[src/core/cecr_defs.svh]
// constants for the converter and engine configuration slice
// assumes inclusion by bare name from every design file of the slice
`ifndef CECR_DEFS_SVH
`define CECR_DEFS_SVH

// ==========================================================================
// address decode
`define CECR_SPACE_NIB 4'h2
`define CECR_ADDR_ENG_CTRL 16'h2106
`define CECR_ADDR_ENG_BASE 16'h2109
`define CECR_ADDR_CONV_CLK 16'h2200
`define CECR_ADDR_ID_HIGH 16'h2300
`define CECR_ADDR_ID_LOW 16'h2301
`define CECR_ADDR_ANALOG 16'h2704

// ==========================================================================
// field positions
`define CECR_CE_EN_BIT 0
`define CECR_CHOP_LSB 2
`define CECR_CHOP_MSB 3
`define CECR_BASE_MSB 5
`define CECR_DIV_BIT 5
`define CECR_ADC_EN_BIT 4

// ==========================================================================
// reset and wake values
`define CECR_CE_EN_RST 1'h0
`define CECR_CE_EN_WAKE 1'h0
`define CECR_CHOP_RST 2'h0
`define CECR_CHOP_WAKE 2'h0
`define CECR_BASE_RST 6'h1f
`define CECR_BASE_WAKE 6'h1f
`define CECR_DIV_RST 1'h0
`define CECR_DIV_WAKE 1'h0
`define CECR_ADC_EN_RST 1'h0
`define CECR_ADC_EN_WAKE 1'h0
`define CECR_BYTE_ZERO 8'h00

// ==========================================================================
// chop encodings and polarity
`define CECR_CHOP_TOGGLE_A 2'h0
`define CECR_CHOP_POSITIVE 2'h1
`define CECR_CHOP_REVERSED 2'h2
`define CECR_CHOP_TOGGLE_B 2'h3
`define CECR_POL_POSITIVE 1'h0
`define CECR_POL_REVERSED 1'h1

// ==========================================================================
// clock rates and ratios
`define CECR_MCK_SLOW_HZ 25'h0600000
`define CECR_MCK_FAST_HZ 25'h12c0000
`define CECR_DIV4_SHIFT 2
`define CECR_DIV8_SHIFT 3
`define CECR_DIV4_HALF 2'h1
`define CECR_DIV8_HALF 2'h3
`define CECR_BASE_SHIFT_ZERO 10'h000
`define CECR_RATE_RST 25'h0000000
`define CECR_ADDR_RST 16'h0000

`endif

[src/core/cecr_pkg.sv]
// types shared by the configuration slice and its two helpers
// assumes the defs header is on the include path
`include "cecr_defs.svh"
package cecr_pkg;

    // ======================================================================
    // engine sequencing states, one-hot
    typedef enum logic [2:0] {
        CECR_ENG_IDLE = 3'h1,
        CECR_ENG_START = 3'h2,
        CECR_ENG_RUN = 3'h4
    } cecr_eng_state_t;

    // ======================================================================
    // register slice state
    typedef struct packed {
        logic ce_en;
        logic [1:0] chop_mode;
        logic [5:0] base;
        logic div_sel;
        logic adc_en;
        logic bias_low;
        logic [7:0] rdata;
        cecr_eng_state_t eng_state;
        logic eng_start;
        logic eng_run;
        logic [15:0] eng_addr;
        logic [24:0] mck_hz;
        logic [24:0] conv_hz;
    } cecr_regs_st_t;

    // ======================================================================
    // chop sequencer state
    typedef struct packed {
        logic sync_prev;
        logic pol;
    } cecr_chop_st_t;

    // ======================================================================
    // clock divider state
    typedef struct packed {
        logic [1:0] cnt;
        logic div_clk;
    } cecr_div_st_t;

endpackage

[src/core/cecr_clkdiv.sv]
// converter and decimation filter clock divider from the master clock
// assumes div_sel comes from logic on mclk
`include "cecr_defs.svh"
module cecr_clkdiv (
    // clock and reset
    input wire logic mclk,
    input wire logic srst,
    // control
    input wire logic div_sel,
    // divided clock
    output logic div_clk
);
    import cecr_pkg::*;

    cecr_div_st_t st_q;
    cecr_div_st_t st_d;

    // ======================================================================
    // half-period counter; >= compare recovers when the ratio shrinks
    always_comb
    begin
        logic [1:0] half;
        half = div_sel ? `CECR_DIV8_HALF : `CECR_DIV4_HALF;
        st_d = st_q;
        if (st_q.cnt >= half)
        begin
            st_d.cnt = 2'h0;
            st_d.div_clk = ~st_q.div_clk;
        end
        else
        begin
            st_d.cnt = st_q.cnt + 2'h1;
        end
    end

    // state register
    always_ff @(posedge mclk)
    begin
        if (srst)
            st_q <= '0;
        else
            st_q <= st_d;
    end

    assign div_clk = st_q.div_clk;

    // ======================================================================
    // checks
    property p_div4_period;
        @(posedge mclk) disable iff (srst)
        ($changed(div_clk) && !div_sel) ##1 !div_sel |-> !$changed(div_clk) ##1 $changed(div_clk);
    endproperty
    a_div4_period: assert property (p_div4_period) else $error("div4 half period wrong");

endmodule

[src/core/cecr_chop.sv]
// reference chop polarity sequencer, stepped by the mux frame sync
// assumes frame sync and accumulation end come from logic on mclk
`include "cecr_defs.svh"
module cecr_chop (
    // clock and reset
    input wire logic mclk,
    input wire logic srst,
    // control
    input wire logic [1:0] chop_mode,
    // frame timing
    input wire logic mux_frame_sync,
    input wire logic accum_end,
    // polarity
    output logic chop_polarity
);
    import cecr_pkg::*;

    cecr_chop_st_t st_q;
    cecr_chop_st_t st_d;
    logic sync_rise;

    assign sync_rise = mux_frame_sync && !st_q.sync_prev;

    // ======================================================================
    // polarity moves only on a frame sync rising edge
    always_comb
    begin
        st_d = st_q;
        st_d.sync_prev = mux_frame_sync;
        if (sync_rise)
        begin
            case (chop_mode)
                `CECR_CHOP_POSITIVE: st_d.pol = `CECR_POL_POSITIVE;
                `CECR_CHOP_REVERSED: st_d.pol = `CECR_POL_REVERSED;
                default:
                begin
                    // accumulation end edge keeps polarity so intervals pair up
                    if (!accum_end)
                        st_d.pol = ~st_q.pol;
                end
            endcase
        end
    end

    // state register
    always_ff @(posedge mclk)
    begin
        if (srst)
            st_q <= '0;
        else
            st_q <= st_d;
    end

    assign chop_polarity = st_q.pol;

    // ======================================================================
    // checks
    property p_no_edge_hold;
        @(posedge mclk) disable iff (srst)
        !sync_rise |=> $stable(chop_polarity);
    endproperty
    a_no_edge_hold: assert property (p_no_edge_hold) else $error("polarity moved off edge");

    property p_fixed_modes;
        @(posedge mclk) disable iff (srst)
        sync_rise && (chop_mode == `CECR_CHOP_POSITIVE || chop_mode == `CECR_CHOP_REVERSED)
        |=> chop_polarity == $past(chop_mode[1]);
    endproperty
    a_fixed_modes: assert property (p_fixed_modes) else $error("fixed chop mode wrong");

    property p_toggle;
        @(posedge mclk) disable iff (srst)
        sync_rise && (chop_mode[0] == chop_mode[1]) && !accum_end
        |=> chop_polarity != $past(chop_polarity);
    endproperty
    a_toggle: assert property (p_toggle) else $error("toggle missed");

    property p_skip_end;
        @(posedge mclk) disable iff (srst)
        sync_rise && (chop_mode[0] == chop_mode[1]) && accum_end |=> $stable(chop_polarity);
    endproperty
    a_skip_end: assert property (p_skip_end) else $error("end edge toggled");

endmodule

[src/core/cecr_regs.sv]
// converter and compute engine configuration registers on the data bus
// assumes byte accesses from the host processor on mclk; one cycle strobes
// Operation
// - converter clock is master clock over four, or eight when divider bit set.
// - master clock rate is 6.291456 MHz, or 19.660800 MHz in high-rate mode.
// - engine fetch starts at 1024 times base field; base resets and wakes to 31.
// - chop polarity changes only on rising mux frame sync edges.
// - chop codes 00/11 toggle, 01 holds positive, 10 holds reversed.
// - toggle modes skip the change at the accumulation end edge.
// - converter enable turns on converter and reference; cleared lowers bias; resets 0.
// - 16-bit read-only identity over two bytes, high byte at lower address.
// - write-only configuration bits read back as zero.
// - writable bits take defined values on reset and on wake.
// - read-only and battery-backed bits are untouched by reset and wake.
// - frequent bits sit in special function space, the rest in 0x2xxx data space.
`include "cecr_defs.svh"
module cecr_regs #(
    parameter logic [15:0] PART_IDENTITY = 16'h5a3c // arbitrary value
) (
    // clock and reset
    input wire logic mclk,
    input wire logic srst,
    // wake from battery mode, one cycle pulse
    input wire logic wake,
    // host processor data bus
    input wire logic sfr_sel,
    input wire logic [15:0] regs_addr,
    input wire logic regs_wr,
    input wire logic regs_rd,
    input wire logic [7:0] regs_wdata,
    output logic [7:0] regs_rdata,
    // clock system
    input wire logic pll_fast,
    output logic [24:0] mclk_rate_hz,
    output logic [24:0] conv_rate_hz,
    output logic conv_clk,
    // chop timing
    input wire logic mux_frame_sync,
    input wire logic accum_end,
    output logic chop_polarity,
    // compute engine
    output logic engine_start,
    output logic engine_run,
    output logic [15:0] engine_base_addr,
    // analog control
    output logic adc_enable,
    output logic vref_enable,
    output logic bias_reduce
);
    import cecr_pkg::*;

    cecr_regs_st_t st_q;
    cecr_regs_st_t st_d;
    logic in_space;
    logic wr_hit;
    logic rd_hit;

    // ======================================================================
    // decode; special function space holds none of these bits
    assign in_space = !sfr_sel && (regs_addr[15:12] == `CECR_SPACE_NIB);
    assign wr_hit = regs_wr && in_space;
    assign rd_hit = regs_rd && in_space;

    // ======================================================================
    // next state
    always_comb
    begin
        logic [7:0] rbyte;
        rbyte = `CECR_BYTE_ZERO;
        st_d = st_q;

        // register writes, loaded by the host processor
        if (wr_hit)
        begin
            case (regs_addr)
                `CECR_ADDR_ENG_CTRL:
                begin
                    st_d.ce_en = regs_wdata[`CECR_CE_EN_BIT];
                    st_d.chop_mode = regs_wdata[`CECR_CHOP_MSB:`CECR_CHOP_LSB];
                end
                `CECR_ADDR_ENG_BASE: st_d.base = regs_wdata[`CECR_BASE_MSB:0];
                `CECR_ADDR_CONV_CLK: st_d.div_sel = regs_wdata[`CECR_DIV_BIT];
                `CECR_ADDR_ANALOG: st_d.adc_en = regs_wdata[`CECR_ADC_EN_BIT];
                default: ;
            endcase
        end

        // wake re-initialises writable bits and beats a same-cycle write
        if (wake)
        begin
            st_d.ce_en = `CECR_CE_EN_WAKE;
            st_d.chop_mode = `CECR_CHOP_WAKE;
            st_d.base = `CECR_BASE_WAKE;
            st_d.div_sel = `CECR_DIV_WAKE;
            st_d.adc_en = `CECR_ADC_EN_WAKE;
        end

        // read data; unstored bits and unmapped bytes give zero
        case (regs_addr)
            `CECR_ADDR_ENG_CTRL:
            begin
                rbyte[`CECR_CE_EN_BIT] = st_q.ce_en;
                rbyte[`CECR_CHOP_MSB:`CECR_CHOP_LSB] = st_q.chop_mode;
            end
            `CECR_ADDR_ENG_BASE: rbyte[`CECR_BASE_MSB:0] = st_q.base;
            `CECR_ADDR_CONV_CLK: rbyte[`CECR_DIV_BIT] = st_q.div_sel;
            `CECR_ADDR_ID_HIGH: rbyte = PART_IDENTITY[15:8];
            `CECR_ADDR_ID_LOW: rbyte = PART_IDENTITY[7:0];
            `CECR_ADDR_ANALOG: rbyte[`CECR_ADC_EN_BIT] = st_q.adc_en;
            default: rbyte = `CECR_BYTE_ZERO;
        endcase
        if (regs_rd)
            st_d.rdata = rd_hit ? rbyte : `CECR_BYTE_ZERO;

        // analog enables; bias drops whenever the converter is off
        st_d.bias_low = !st_q.adc_en;

        // clock rates follow the pll mode and divider select
        st_d.mck_hz = pll_fast ? `CECR_MCK_FAST_HZ : `CECR_MCK_SLOW_HZ;
        st_d.conv_hz = st_d.mck_hz >> (st_q.div_sel ? `CECR_DIV8_SHIFT : `CECR_DIV4_SHIFT);

        // engine base address in bytes
        st_d.eng_addr = {st_q.base, `CECR_BASE_SHIFT_ZERO};

        // engine sequencing; a start pulse marks fetch from the base
        st_d.eng_start = 1'b0;
        case (st_q.eng_state)
            CECR_ENG_IDLE:
            begin
                if (st_q.ce_en)
                begin
                    st_d.eng_state = CECR_ENG_START;
                    st_d.eng_start = 1'b1;
                end
            end
            CECR_ENG_START: st_d.eng_state = st_q.ce_en ? CECR_ENG_RUN : CECR_ENG_IDLE;
            CECR_ENG_RUN:
            begin
                if (!st_q.ce_en)
                    st_d.eng_state = CECR_ENG_IDLE;
            end
            default: st_d.eng_state = CECR_ENG_IDLE;
        endcase
        st_d.eng_run = (st_d.eng_state != CECR_ENG_IDLE);
    end

    // ======================================================================
    // state register; identity is a constant and never loaded
    always_ff @(posedge mclk)
    begin
        if (srst)
        begin
            st_q <= '0;
            st_q.ce_en <= `CECR_CE_EN_RST;
            st_q.chop_mode <= `CECR_CHOP_RST;
            st_q.base <= `CECR_BASE_RST;
            st_q.div_sel <= `CECR_DIV_RST;
            st_q.adc_en <= `CECR_ADC_EN_RST;
            st_q.bias_low <= 1'b1;
            st_q.eng_state <= CECR_ENG_IDLE;
            st_q.mck_hz <= `CECR_RATE_RST;
            st_q.conv_hz <= `CECR_RATE_RST;
            st_q.eng_addr <= `CECR_ADDR_RST;
        end
        else
        begin
            st_q <= st_d;
        end
    end

    // ======================================================================
    // helpers
    cecr_clkdiv u_clkdiv (
        .mclk(mclk),
        .srst(srst),
        .div_sel(st_q.div_sel),
        .div_clk(conv_clk)
    );

    cecr_chop u_chop (
        .mclk(mclk),
        .srst(srst),
        .chop_mode(st_q.chop_mode),
        .mux_frame_sync(mux_frame_sync),
        .accum_end(accum_end),
        .chop_polarity(chop_polarity)
    );

    // outputs straight from the state register
    assign regs_rdata = st_q.rdata;
    assign mclk_rate_hz = st_q.mck_hz;
    assign conv_rate_hz = st_q.conv_hz;
    assign engine_start = st_q.eng_start;
    assign engine_run = st_q.eng_run;
    assign engine_base_addr = st_q.eng_addr;
    assign adc_enable = st_q.adc_en;
    assign vref_enable = st_q.adc_en;
    assign bias_reduce = st_q.bias_low;

    // ======================================================================
    // checks
    property p_conv_rate;
        @(posedge mclk) disable iff (srst)
        1'b1 |=> conv_rate_hz == (($past(pll_fast) ? `CECR_MCK_FAST_HZ : `CECR_MCK_SLOW_HZ)
            >> ($past(st_q.div_sel) ? `CECR_DIV8_SHIFT : `CECR_DIV4_SHIFT));
    endproperty
    a_conv_rate: assert property (p_conv_rate) else $error("converter rate wrong");

    property p_mck_rate;
        @(posedge mclk) disable iff (srst)
        pll_fast |=> mclk_rate_hz == `CECR_MCK_FAST_HZ;
    endproperty
    a_mck_rate: assert property (p_mck_rate) else $error("fast master rate wrong");

    property p_wake_base;
        @(posedge mclk) disable iff (srst)
        wake |=> ##1 engine_base_addr == {`CECR_BASE_WAKE, `CECR_BASE_SHIFT_ZERO};
    endproperty
    a_wake_base: assert property (p_wake_base) else $error("wake base not 31");

    property p_wake_analog;
        @(posedge mclk) disable iff (srst)
        wake |=> !adc_enable && !vref_enable ##1 bias_reduce;
    endproperty
    a_wake_analog: assert property (p_wake_analog) else $error("analog not off on wake");

    property p_id_high;
        @(posedge mclk) disable iff (srst)
        regs_rd && !sfr_sel && regs_addr == `CECR_ADDR_ID_HIGH |=> regs_rdata == PART_IDENTITY[15:8];
    endproperty
    a_id_high: assert property (p_id_high) else $error("identity high byte wrong");

    property p_ctrl_zero_bits;
        @(posedge mclk) disable iff (srst)
        regs_rd && !sfr_sel && regs_addr == `CECR_ADDR_ENG_CTRL
        |=> regs_rdata[7:4] == 4'h0 && regs_rdata[1] == 1'b0;
    endproperty
    a_ctrl_zero_bits: assert property (p_ctrl_zero_bits) else $error("unstored bits not zero");

    property p_out_of_space;
        @(posedge mclk) disable iff (srst)
        regs_rd && (sfr_sel || regs_addr[15:12] != `CECR_SPACE_NIB) |=> regs_rdata == `CECR_BYTE_ZERO;
    endproperty
    a_out_of_space: assert property (p_out_of_space) else $error("foreign space answered");

    property p_engine_idle;
        @(posedge mclk) disable iff (srst)
        !st_q.ce_en |=> !engine_run && !engine_start;
    endproperty
    a_engine_idle: assert property (p_engine_idle) else $error("engine ran while disabled");

    property p_engine_start;
        @(posedge mclk) disable iff (srst)
        st_q.eng_state == CECR_ENG_IDLE && st_q.ce_en
        |=> engine_start && engine_run && engine_base_addr == {$past(st_q.base), `CECR_BASE_SHIFT_ZERO};
    endproperty
    a_engine_start: assert property (p_engine_start) else $error("engine start wrong");

    // slow pll setting must give the low master rate
    property p_mck_slow;
        @(posedge mclk) disable iff (srst)
        !pll_fast |=> mclk_rate_hz == `CECR_MCK_SLOW_HZ;
    endproperty
    a_mck_slow: assert property (p_mck_slow) else $error("slow master rate wrong");

    // bias trails the converter enable by one edge
    property p_bias_follow;
        @(posedge mclk) disable iff (srst)
        1'b1 |=> bias_reduce == !$past(adc_enable);
    endproperty
    a_bias_follow: assert property (p_bias_follow) else $error("bias not following enable");

    // reference always shares the converter enable
    property p_vref_follow;
        @(posedge mclk) disable iff (srst)
        1'b1 |-> vref_enable == adc_enable;
    endproperty
    a_vref_follow: assert property (p_vref_follow) else $error("reference enable split");

    // low identity byte at the higher address
    property p_id_low;
        @(posedge mclk) disable iff (srst)
        regs_rd && !sfr_sel && regs_addr == `CECR_ADDR_ID_LOW |=> regs_rdata == PART_IDENTITY[7:0];
    endproperty
    a_id_low: assert property (p_id_low) else $error("identity low byte wrong");

    // read byte stands until the next read strobe
    property p_rdata_hold;
        @(posedge mclk) disable iff (srst)
        !regs_rd |=> $stable(regs_rdata);
    endproperty
    a_rdata_hold: assert property (p_rdata_hold) else $error("read byte moved without strobe");

endmodule

[config.mk]
export PLATFORM = sky130hd
export DESIGN_NAME = cecr_regs
export DESIGN_NICKNAME = d
export VERILOG_FILES = /design/src/core/cecr_pkg.sv /design/src/core/cecr_clkdiv.sv /design/src/core/cecr_chop.sv /design/src/core/cecr_regs.sv
export VERILOG_INCLUDE_DIRS = /design/src /design/src/core
export SDC_FILE = /design/constraint.sdc
export NUM_CORES = 1
export LEC_CHECK = 0
export ABC_AREA = 1
export BUFFER_PORTS_ARGS = -buffer_cell sky130_fd_sc_hd__buf_2
export CAP_MARGIN = 20
export CORE_ASPECT_RATIO = 2
export CORE_MARGIN = 2
export CORE_UTILIZATION = 52
export CTS_BUF_LIST = sky130_fd_sc_hd__clkbuf_4
export CTS_CLUSTER_SIZE = 12
export DETAILED_ROUTE_END_ITERATION = 16
export PLACE_DENSITY_LB_ADDON = 0.2
export SYNTH_ARGS = -nofsm -noshare
export SYNTH_HDL_FRONTEND = slang
export SYNTH_HIERARCHICAL = 1
export SYNTH_SLANG_ARGS = --single-unit
[constraint.sdc]
create_clock -name mclk -period 2 [get_ports mclk]
set_input_delay 0.5 -clock mclk [delete_from_list [all_inputs] [get_ports mclk]]
set_output_delay 0.5 -clock mclk [all_outputs]
set_load 0.02 [all_outputs]
==> run summary, run 1 <==
The final count of pins violating max slew was 0; the net total in the final layout was 386. Port buffering added 63 buffers. The netlist uses 30 different library cells.

Setup repair after global routing left no endpoint under its margin. The run gives 2380 um2 as the netlist area before placement. Once the clock tree was built, the resizer swapped 0 gates to a different size.

The tools report the effective utilization at floorplan as 0.544. The via count of the first global-routing pass was 1,545; the post-synthesis share of cell area spent on full adders, half adders and majority gates was 0.0158. The H-tree level count is 2, and the detail-routed via count per cell is 4.38.

The startpoint kind of the worst setup timing path is a register. Summed over all layers, the routed wires come to 4010 um. The count of boundary I/O pins is 114, and the first-pass GRT wire length is 6640 um.

The count of buffer and inverter cells on the critical path is 1, and the mux cell area share after synthesis is 0. Clock-pin slew was measured on the worst setup and hold paths at 0.13 ns. The dominant combinational cell family by area after synthesis was buffers and inverters. During synthesis, Yosys emitted a total of 6 warnings.

Clock tree synthesis found a total of 43 sinks. Dividing the detail-routed wire length by the instance count gives 9.91 um. Fill cells in the final layout number 454. For the number of routed nets with antenna violations, the log shows 0.

In this run, synthesis produced a sequential element count of 43. The kind of cell with the highest combined delay along the critical path is flip-flops. The worst setup path is captured at an output port.

The run gives 1.26 nW as the total leakage power. On the critical path, the stage with the largest delay is an instance of sky130_fd_sc_hd__dfxtp_1. Entering global routing, the biggest net connects 25 pins.

Walking the worst path, the cells encountered are buf_2. Biggest cell delay along the critical path: 0.44 ns. The kind of critical path is register to output port. Before antenna repair, the detailed router went through 4 iterations. Summed over all layers, the global routing overflow is 0. IR analysis of the VDD net gives a maximum drop of 0.000544 V.

Clock skew on the completed layout was measured at 0.0104 ns. The top cell types in the final layout, fill and taps aside, are sky130_fd_sc_hd__buf_2 (63), sky130_fd_sc_hd__conb_1 (48), sky130_fd_sc_hd__nor2_1 (44). TritonCTS built the clock tree.

The latest clock arrival within the worst-skew pair was 0.36 ns. Data on the critical path arrives at its endpoint at 1.00 ns. The average instance in the mapped netlist occupies 7.66 um2. Detailed routing inserted a total of 1,773 vias.

The all-layer global routing usage is 0.168, and the final estimated routing congestion in global placement is 0.809. Data on the critical path is required at its endpoint by 1.50 ns. Count of final hold-check violations: 0.

Most common cell after layout, fill and taps aside: sky130_fd_sc_hd__buf_2. The die covers 5170 um2. In this run the core area contains 34 standard-cell rows.

The fraction of the mapped netlist area in simple logic gates is 0.256, and the maximum operating frequency is 0.665 GHz. For the sequential element share of the synthesized area, the log shows 0.361. The clock passes through at most 2 buffers.

0 antenna diodes ended up in the layout. The portion of the clock cycle consumed by the worst path in the final layout is 0.752. Setup violations remaining at the end of the flow were counted as 0. The share of final-layout standard cells stronger than drive strength 1 came out at 0.256.

The XOR/XNOR share of the synthesized area is 0.00735, and the die height is 99.7 um. Measured along the x axis, the die boundary spans 51.9 um. The initial antenna violation count came out at 0. The number of standard cells after synthesis is 311. The class of the tightest hold or removal check was input pin to register.

Buffers inserted during clock tree synthesis total 5. The synthesized-area fraction occupied by ao, oa, aoi and oai cells was 0.0604; the number of post-CTS setup repair buffers was 0. The worst-case setup slack after placement is 0.232 ns, and the final HPWL from detailed placement is 3320 um. The maximum fanout encountered on the critical timing path works out to 5. The root cell of the clock tree was sky130_fd_sc_hd__clkbuf_4. After the first detailed-routing iteration, the DRC count stood at 27. The flow ran to the end, and the final reports show no timing, DRC or antenna violations. The run gives 0.327 ns as the smallest hold slack. In the routed design, unresolved DRC markers number 0. Adding up every negative setup slack in the final design gives 0 ns. Max-cap violations in this run came to 0. The shortest clock period the worst path allows after layout came out at 1.50 ns. The worst path meets setup with 0.497 ns of slack. The number of hold buffers added after CTS was 0.

Power spread over the standard cell area amounts to 694 nW/um2. The total area inside the core boundary comes to 4380 um2. The area growth from synthesis to layout is 1.63%.
[kinds of logic after synthesis]
family                     Yosys count
and+or+nand+nor                    125
buffers and inverters              112
DFF                                 43
AOI/OAI and AO/OA                   25
adders and majority gates            3
xor gates and xnor gates             2
other                                1
[report_power, final]
part           switching, mW  internal (mW)
logic                  0.233          0.103
registers             0.0271          0.901
clock network          0.280          0.134
[registers in the layout, summed over array words and instances (netlist names)]
| signal | count |
|---|---|
| adc_enable | 1 |
| engine_start | 1 |
| u_clkdiv/st_q | 2 |
| engine_base_addr | 6 |
| bias_reduce | 1 |
| u_chop/st_q | 1 |
| u_chop/chop_polarity | 1 |
| mclk_rate_hz | 2 |
| u_clkdiv/div_clk | 1 |
| conv_rate_hz | 6 |
| st_d | 6 |
| engine_run | 1 |
| st_q | 7 |
| regs_rdata | 7 |
[cell type report]
type	count	area, um2	area share
multi-input cells	203	988	0.408
inverters	33	124	0.0512
repair buffers	64	323	0.133
well taps	54	67.6	0.0279
flip-flops and latches	43	861	0.356
clock inverters	3	20.0	0.00827
clock buffers	5	37.5	0.0155
[through the flow]
step	instance area, um2	cells	power [mW]	util
6_report	2420	405	1.68	0.553
2_1_floorplan	2560	358	1.29	-
3_5_place_dp	2360	397	1.29	0.539
4_1_cts	2420	405	1.70	0.553
5_1_grt	2420	405	1.78	0.553
3_3_place_gp	2360	397	1.28	0.539
[per-layer routing]
metal,track usage,wire [um]
met1,0.167,1410
met2,0.312,2270
met3,0.0420,245
met4,0.0709,89
met5,0,0
[worst register-to-register path, delay by kind of cell, from the launching register on]
family,cells,cell delay [ns]
adder cells (fa/ha/maj),1,0.28
flip-flops,1,0.46
AND/OR/NAND/NOR,2,0.12
AO/OA/AOI/OAI,1,0.13
buffers and inverters,1,0.07
[Yosys cell counts (all sizes together)]
cell	number	area share
nand2	41	0.074
buf	77	0.24
nor2	53	0.10
ha	3	0.016
conb	1	0.0016
nand4	1	0.0026
a21oi	10	0.021
nor4	1	0.0026
dfxtp	43	0.36
nor3b	1	0.0032
o21ai	8	0.017
clkbuf	2	0.0032
nand3	21	0.054
inv	33	0.052
a31oi	1	0.0026
xnor2	2	0.0074
nor3	7	0.017
o211a	1	0.0042
o211ai	5	0.016
[worst paths after layout]
| check | depth (start not counted) | endpoint | from | slack, ns |
|---|---|---|---|---|
| worst max-delay path | 1 | adc_enable | adc_enable | 0.50 |
| worst min-delay path | 2 | mclk_rate_hz[22] | pll_fast | 0.33 |
| worst max register to register | 5 | u_clkdiv/div_clk | st_q[81] | 0.84 |
| worst min register to register | 1 | st_q[70] | st_q[68] | 0.44 |
(Power assumes the default switching activity.)
==> inputs of run 2 (changes only) <==
--- a/config.mk
+++ b/config.mk
@@ -11,7 +11,7 @@
 export CAP_MARGIN = 20
 export CORE_ASPECT_RATIO = 2
 export CORE_MARGIN = 2
-export CORE_UTILIZATION = 52
+export CORE_UTILIZATION = 48
 export CTS_BUF_LIST = sky130_fd_sc_hd__clkbuf_4
 export CTS_CLUSTER_SIZE = 12
 export DETAILED_ROUTE_END_ITERATION = 16
==> constraint.sdc (replaced) <==
create_clock -name mclk -period 1.5 [get_ports mclk]
set_input_delay 0.375 -clock mclk [delete_from_list [all_inputs] [get_ports mclk]]
set_output_delay 0.375 -clock mclk [all_outputs]
set_load 0.02 [all_outputs]
==> run summary, run 2 (synthesis gave the netlist of run 1 again) <==
Measured in cells, the most critical reg-to-reg path has a length of 6. The layout-stage area growth over the synthesis result was 5.93%; the all-layer global routing usage was 0.164. Across all register-to-register paths, the minimum setup slack is 0.35 ns. The worst register-to-register path ends at u_chop/chop_polarity. Most common cell after layout, fill and taps aside: sky130_fd_sc_hd__buf_2. The pin count of the biggest net entering global routing was 15; the final wirelength was 4140 um. For this block, the initial DRC count from the detailed router was 23. The cell with the largest stage delay on the worst path was sky130_fd_sc_hd__dfxtp_1. The root cell of the clock tree was sky130_fd_sc_hd__clkbuf_4.

In this run the worst hold path is classified as input pin to register. The shortest clock period the worst path allows after layout is 1.36 ns. By startpoint and endpoint, the worst setup path is classified as register to output port. The startpoint identified for the worst hold timing path is pll_fast. The effective utilization at floorplan was 0.494; the sink count of the clock tree was 43. Initial antenna violation count: 0.

The maximum fanout encountered on the critical timing path is 5, and the total leakage power is 1.33 nW. For the CTS buffer count, the log shows 5. For this design, the CTS-stage hold fixing added 0 buffers. The portion of the clock cycle consumed by the worst path in the final layout is 0.908.

For this design the top-level I/O count stands at 114. The maximum clock path buffer count was 2. Setup violations remaining at the end of the flow were counted as 0. In the final routed layout, each cell accounts on average for 9.90 um. Once the clock tree was built, the setup fixing pass inserted 0 buffers.

The logs give 7000 um for the first-pass GRT wire length and 0.138 ns for the post-route worst setup slack. Timing analysis after detailed placement gives a worst setup slack of -0.0771 ns. The signal on the critical path passes through buf_2.

The top cell types in the final layout, fill and taps aside, are sky130_fd_sc_hd__buf_2 (63), sky130_fd_sc_hd__conb_1 (48), sky130_fd_sc_hd__nor2_1 (44). For this run, the top clock speed supported by timing is 0.734 GHz. The floorplan step set the die width to 53.8 um. The worst hold path terminates at mclk_rate_hz[22]. The largest single stage delay on the critical path is 0.44 ns. Setup repair after global routing left no endpoint under its margin.

The clock reaches the later pin of the worst-skew pair after 0.35 ns. The maximum ir drop on the vdd rail is 0.000846 V, and the number of diodes added for antenna fixing is 0. The count of buffer and inverter cells on the critical path is 1. TritonCTS built the clock tree.

The worst register-to-register path begins at st_q[88]. The detailed router placed 1,801 vias in this run. The arrival time at the worst endpoint was 0.99 ns; the area inside the core boundary was 4820 um2.

Dividing the detail-routed via count by the number of cells gives 4.31. Dividing total power by cell area gives a power density of 957 nW/um2. After clock tree synthesis, the clock-pin slew on the worst setup and hold paths is 0.12 ns. Detailed placement ended at an HPWL of 3470 um. The run gives 5580 um2 as the floorplan die area.

H-tree level count: 2. The maximum clock skew at final layout is 0.00835 ns. The run gives 0 as the global route total overflow. The run finished with clean final reports.

The hold path depth is 2, and the count of final hold-check violations is 0. The via count of the first global-routing pass was 1,636. Routability-driven placement finished with a final weighted congestion of 0.819. The gate family responsible for the most delay along the worst path is flip-flops. For the number of routed nets with antenna violations, the log shows 0. The floorplan step set the die height to 104 um. The worst setup path is captured at an output port.

Data required time at the worst endpoint: 1.12 ns. The tools report the startpoint kind of the worst setup timing path as a register. After detailed routing, the number of remaining DRC violations is 0. The number of gates resized after cts came out at 0. Total power for the finished layout comes to 2.41 mW. The share of final-layout standard cells stronger than drive strength 1 was 0.277; the final count of pins violating max slew was 0. The first detailed-routing pass took 4 iterations. The number of port buffers came out at 63. The max-cap violation count was 0; the site row count was 36. The tools report the net total in the final layout as 396.
run 2: cell count changes in the layout (fill, tap and decap cells not counted), sizes merged:
| cell | before | now |
|---|---|---|
| buf | 64 | 74 |
| clkinvlp | 2 | 0 |
| bufinv | 0 | 1 |
| clkinv | 1 | 2 |
run 2: worst max path at each step:
stage | cells after the start | to | startpoint
2_1_floorplan | 7 | st_d[60] | regs_addr[15]
3_3_place_gp | 8 | st_q[88] | regs_addr[15]
3_5_place_dp | 8 | st_q[88] | regs_addr[15]
4_1_cts | 1 | adc_enable | adc_enable
5_1_grt | 1 | adc_enable | adc_enable
6_report | 1 | adc_enable | adc_enable
run 2: layout make-up:
cell class | count | area (um2)
multi-input cells | 203 | 988
fillers | 511 | 2300
well taps | 57 | 71.3
flip-flops and latches | 43 | 861
repair buffers | 74 | 398
inverters | 33 | 124
clock buffers | 5 | 37.5
clock inverters | 3 | 43.8
run 2: routing by layer:
layer / global-route usage / wire length [um] / vias to the layer above / part of all wire
met5: 0 / 0 / - / 0
met3: 0.0360 / 284 / 11 / 0.069
met4: 0.0788 / 137 / 0 / 0.033
met2: 0.287 / 2290 / 76 / 0.55
met1: 0.172 / 1420 / 767 / 0.34
li1: - / - / 947 / -
run 2: metrics by stage:
| stage | cells | setup TNS, ns | utilization | hold WS (ns) | area, um2 |
|---|---|---|---|---|---|
| finish | 418 | 0 | 0.524 | 0.214 | 2520 |
| global route | 418 | 0 | 0.524 | 0.198 | 2520 |
| CTS | 418 | 0 | 0.524 | 0.204 | 2520 |
| detailed placement | 410 | -0.242 | 0.507 | 0.426 | 2440 |
| global placement | 410 | -0.101 | 0.507 | 0.429 | 2440 |
| floorplan | 358 | 0 | - | 0.409 | 2560 |
run 2: power by group:
| group | switching, mW | internal, mW | leakage [nW] |
|---|---|---|---|
| clock | 0.364 | 0.351 | 0.0452 |
| sequential | 0.0350 | 1.20 | 0.351 |
| combinational | 0.318 | 0.144 | 0.931 |
==> inputs of run 3 (changes only) <==
--- a/config.mk
+++ b/config.mk
@@ -16,6 +16,7 @@
 export CTS_CLUSTER_SIZE = 12
 export DETAILED_ROUTE_END_ITERATION = 16
 export PLACE_DENSITY_LB_ADDON = 0.2
+export RECOVER_POWER = 100
 export SYNTH_ARGS = -nofsm -noshare
 export SYNTH_HDL_FRONTEND = slang
 export SYNTH_HIERARCHICAL = 1
==> run summary, run 3 (synthesis gave the netlist of run 1 again) <==
Counting every sink on the clock net gives 43. Via count of the first global-routing pass: 1,636. The number of diodes added for antenna fixing was 0.

The tools report the final estimated routing congestion in global placement as 0.819. The effective utilization at floorplan came out at 0.494. Summed over all nets, the half-perimeter wirelength after detailed placement is 3470 um. The tightest hold path in the finished design has a slack of 0.211 ns. The count of final hold-check violations was 0; the total of fill cells in the finished design was 535. The total design power is 2.39 mW.

The tools report the global-route met1 utilization as 0.172. The all-layer global routing usage is 0.164, and the depth of the worst register-to-register path is 5. In this run the count of I/O pins placed on the die edge is 114.

The clock period could shrink to 1.38 ns. Latest clock arrival within the worst-skew pair: 0.35 ns. The total internal power was 1.68 mW.

Arrival time at the worst endpoint: 1.00 ns. Summed over all cells, the static leakage comes to 1.20 nW. In this run the tool buffered the top-level ports with 63 buffer cells.

The flow ran to the end, and the final reports show no timing, DRC or antenna violations. The combinational share of power is 0.184, and the layout-stage area growth over the synthesis result is 3.52%. The first-pass GRT wire length is 7000 um. Clock input transition at the sequential cells of the worst setup and hold paths: 0.12 ns. The tools report the site row count as 36. The worst-case headroom to the max-slew limit was 0.650.

Class of the tightest hold or removal check: input pin to register. Global-route layer with the greatest usage: met2. For the worst setup path, the data required time is 1.12 ns. The tools report the count of vias placed by the detailed router as 1,804. Summing all placed instances gives a cell area of 2440 um2. The maximum ir drop on the vdd rail is 0.000845 V, and the global route total overflow is 0. Clock skew on the completed layout was measured at 0.00824 ns.

The number of routed nets with antenna violations is 0. Buffers inserted during clock tree synthesis total 5. The met3 track utilization from global routing came out at 0.0360. The register share of total power came out at 0.516. The transition time at the pin with the least slew margin came out at 0.525 ns.

The tools report the area inside the core boundary as 4820 um2. The clock network fraction of design power came out at 0.299. Setup repair after global routing left no endpoint under its margin.

Setup total negative slack on the finished layout was measured at 0 ns. The path with the worst hold slack has its endpoint at mclk_rate_hz[22]. The final-report setup violation count is 0, and the number of search-and-repair iterations in the first detailed-routing pass is 4. The internal reg-to-reg setup slack is 0.33 ns. The detail-routed via count per cell is 4.32. The root buffer cell chosen for the clock tree is sky130_fd_sc_hd__clkbuf_4.

Based on the critical path, the design can be clocked at up to 0.726 GHz. For the number of gates resized after cts, the log shows 0. The run gives 5580 um2 as the floorplan die area.

For the final wirelength, the log shows 4170 um. The switching power as a share of total power works out to 0.299. STA classifies the critical path startpoint as a register. TritonCTS built the clock tree. Once layout is done, the placed cells without fillers occupy 2470 um2. The net count of the finished layout is 396. The initial antenna violation count is 0, and the die height is 104 um. The number of hold buffers added after CTS was 0. The logs give 2 for the H-tree level count and 0 for the final count of pins violating max slew. Gate family responsible for the most delay along the worst path: flip-flops. Along the worst path, the maximum fanout reaches 5.

Count of buffer and inverter cells on the critical path: 1. The tool flagged a number of max-cap violations equal to 0. The run gives 0 as the number of design rule violations left after detail routing.

The hold path depth came out at 2. Entering global routing, the biggest net connects 15 pins. By startpoint and endpoint, the worst setup path is classified as register to output port. The run gives 0.287 as the met2 usage in global routing. In this design, the stage delay of the slowest critical-path cell is 0.45 ns. In the layout the commonest cells are sky130_fd_sc_hd__conb_1 (48), sky130_fd_sc_hd__nor2_1 (46), sky130_fd_sc_hd__dfxtp_1 (43). The tools report the worst reg2reg path startpoint as st_q[81].

Traced cell by cell, the critical path runs through clkbuf_2. The largest individual stage delay along the critical path comes from the cell sky130_fd_sc_hd__dfxtp_1. The critical path capture point type is an output port. The tools report the DRC marker count from the first detailed-route iteration as 32.

Counting along the longest clock path gives a buffer depth of 2. The share of final-layout standard cells stronger than drive strength 1 works out to 0.172. The worst hold path begins at pll_fast. Buffers added to address setup during post-CTS repair amount to 0. For this design the total switching power over the nets is 715 uW. The portion of the clock cycle consumed by the worst path in the final layout works out to 0.918. Most common cell after layout, fill and taps aside: sky130_fd_sc_hd__conb_1. The worst register-to-register path ends at u_clkdiv/div_clk.

The areal power density over the cells was 971 nW/um2; the routed length per placed instance was 9.96 um. From left edge to right edge, the die measures 53.8 um.
run 3: stage by stage:
step,utilization,cells,setup WS (ns)
2_1_floorplan,-,358,0.169
3_3_place_gp,0.507,410,-0.0560
3_5_place_dp,0.507,410,-0.0771
4_1_cts,0.524,418,0.104
5_1_grt,0.512,418,0.0459
6_report,0.512,418,0.123
run 3: power by group through the flow:
stage,logic (mW),clock network (mW),registers (mW)
floorplan,0.441,0,1.28
global placement,0.450,0,1.26
detailed placement,0.460,0,1.26
CTS,0.461,0.738,1.24
global route,0.483,0.791,1.24
finish,0.441,0.717,1.24
run 3: worst max-delay path by stage:
stage	startpoint	endpoint	slack [ns]	cells after the start
6_report	adc_enable	adc_enable	0.12	1
5_1_grt	regs_addr[15]	st_d[65]	0.05	8
4_1_cts	adc_enable	adc_enable	0.10	1
3_5_place_dp	regs_addr[15]	st_q[88]	-0.08	8
3_3_place_gp	regs_addr[15]	st_q[88]	-0.06	8
2_1_floorplan	regs_addr[15]	st_d[60]	0.17	7
run 3: cell type report:
cell class              count  area, um2  share of cell area
clock buffers               5       37.5              0.0152
clock inverters             3       43.8              0.0178
inverters                  33        124              0.0502
multi-input cells         203        978               0.397
flip-flops and latches     43        861               0.349
well taps                  57       71.3              0.0289
repair buffers             74        350               0.142
run 3: layer usage:
| layer | vias up | wire [um] |
|---|---|---|
| met3 | 11 | 286 |
| met5 | - | 0 |
| met2 | 75 | 2280 |
| met4 | 0 | 137 |
| met1 | 772 | 1460 |
| li1 | 946 | - |
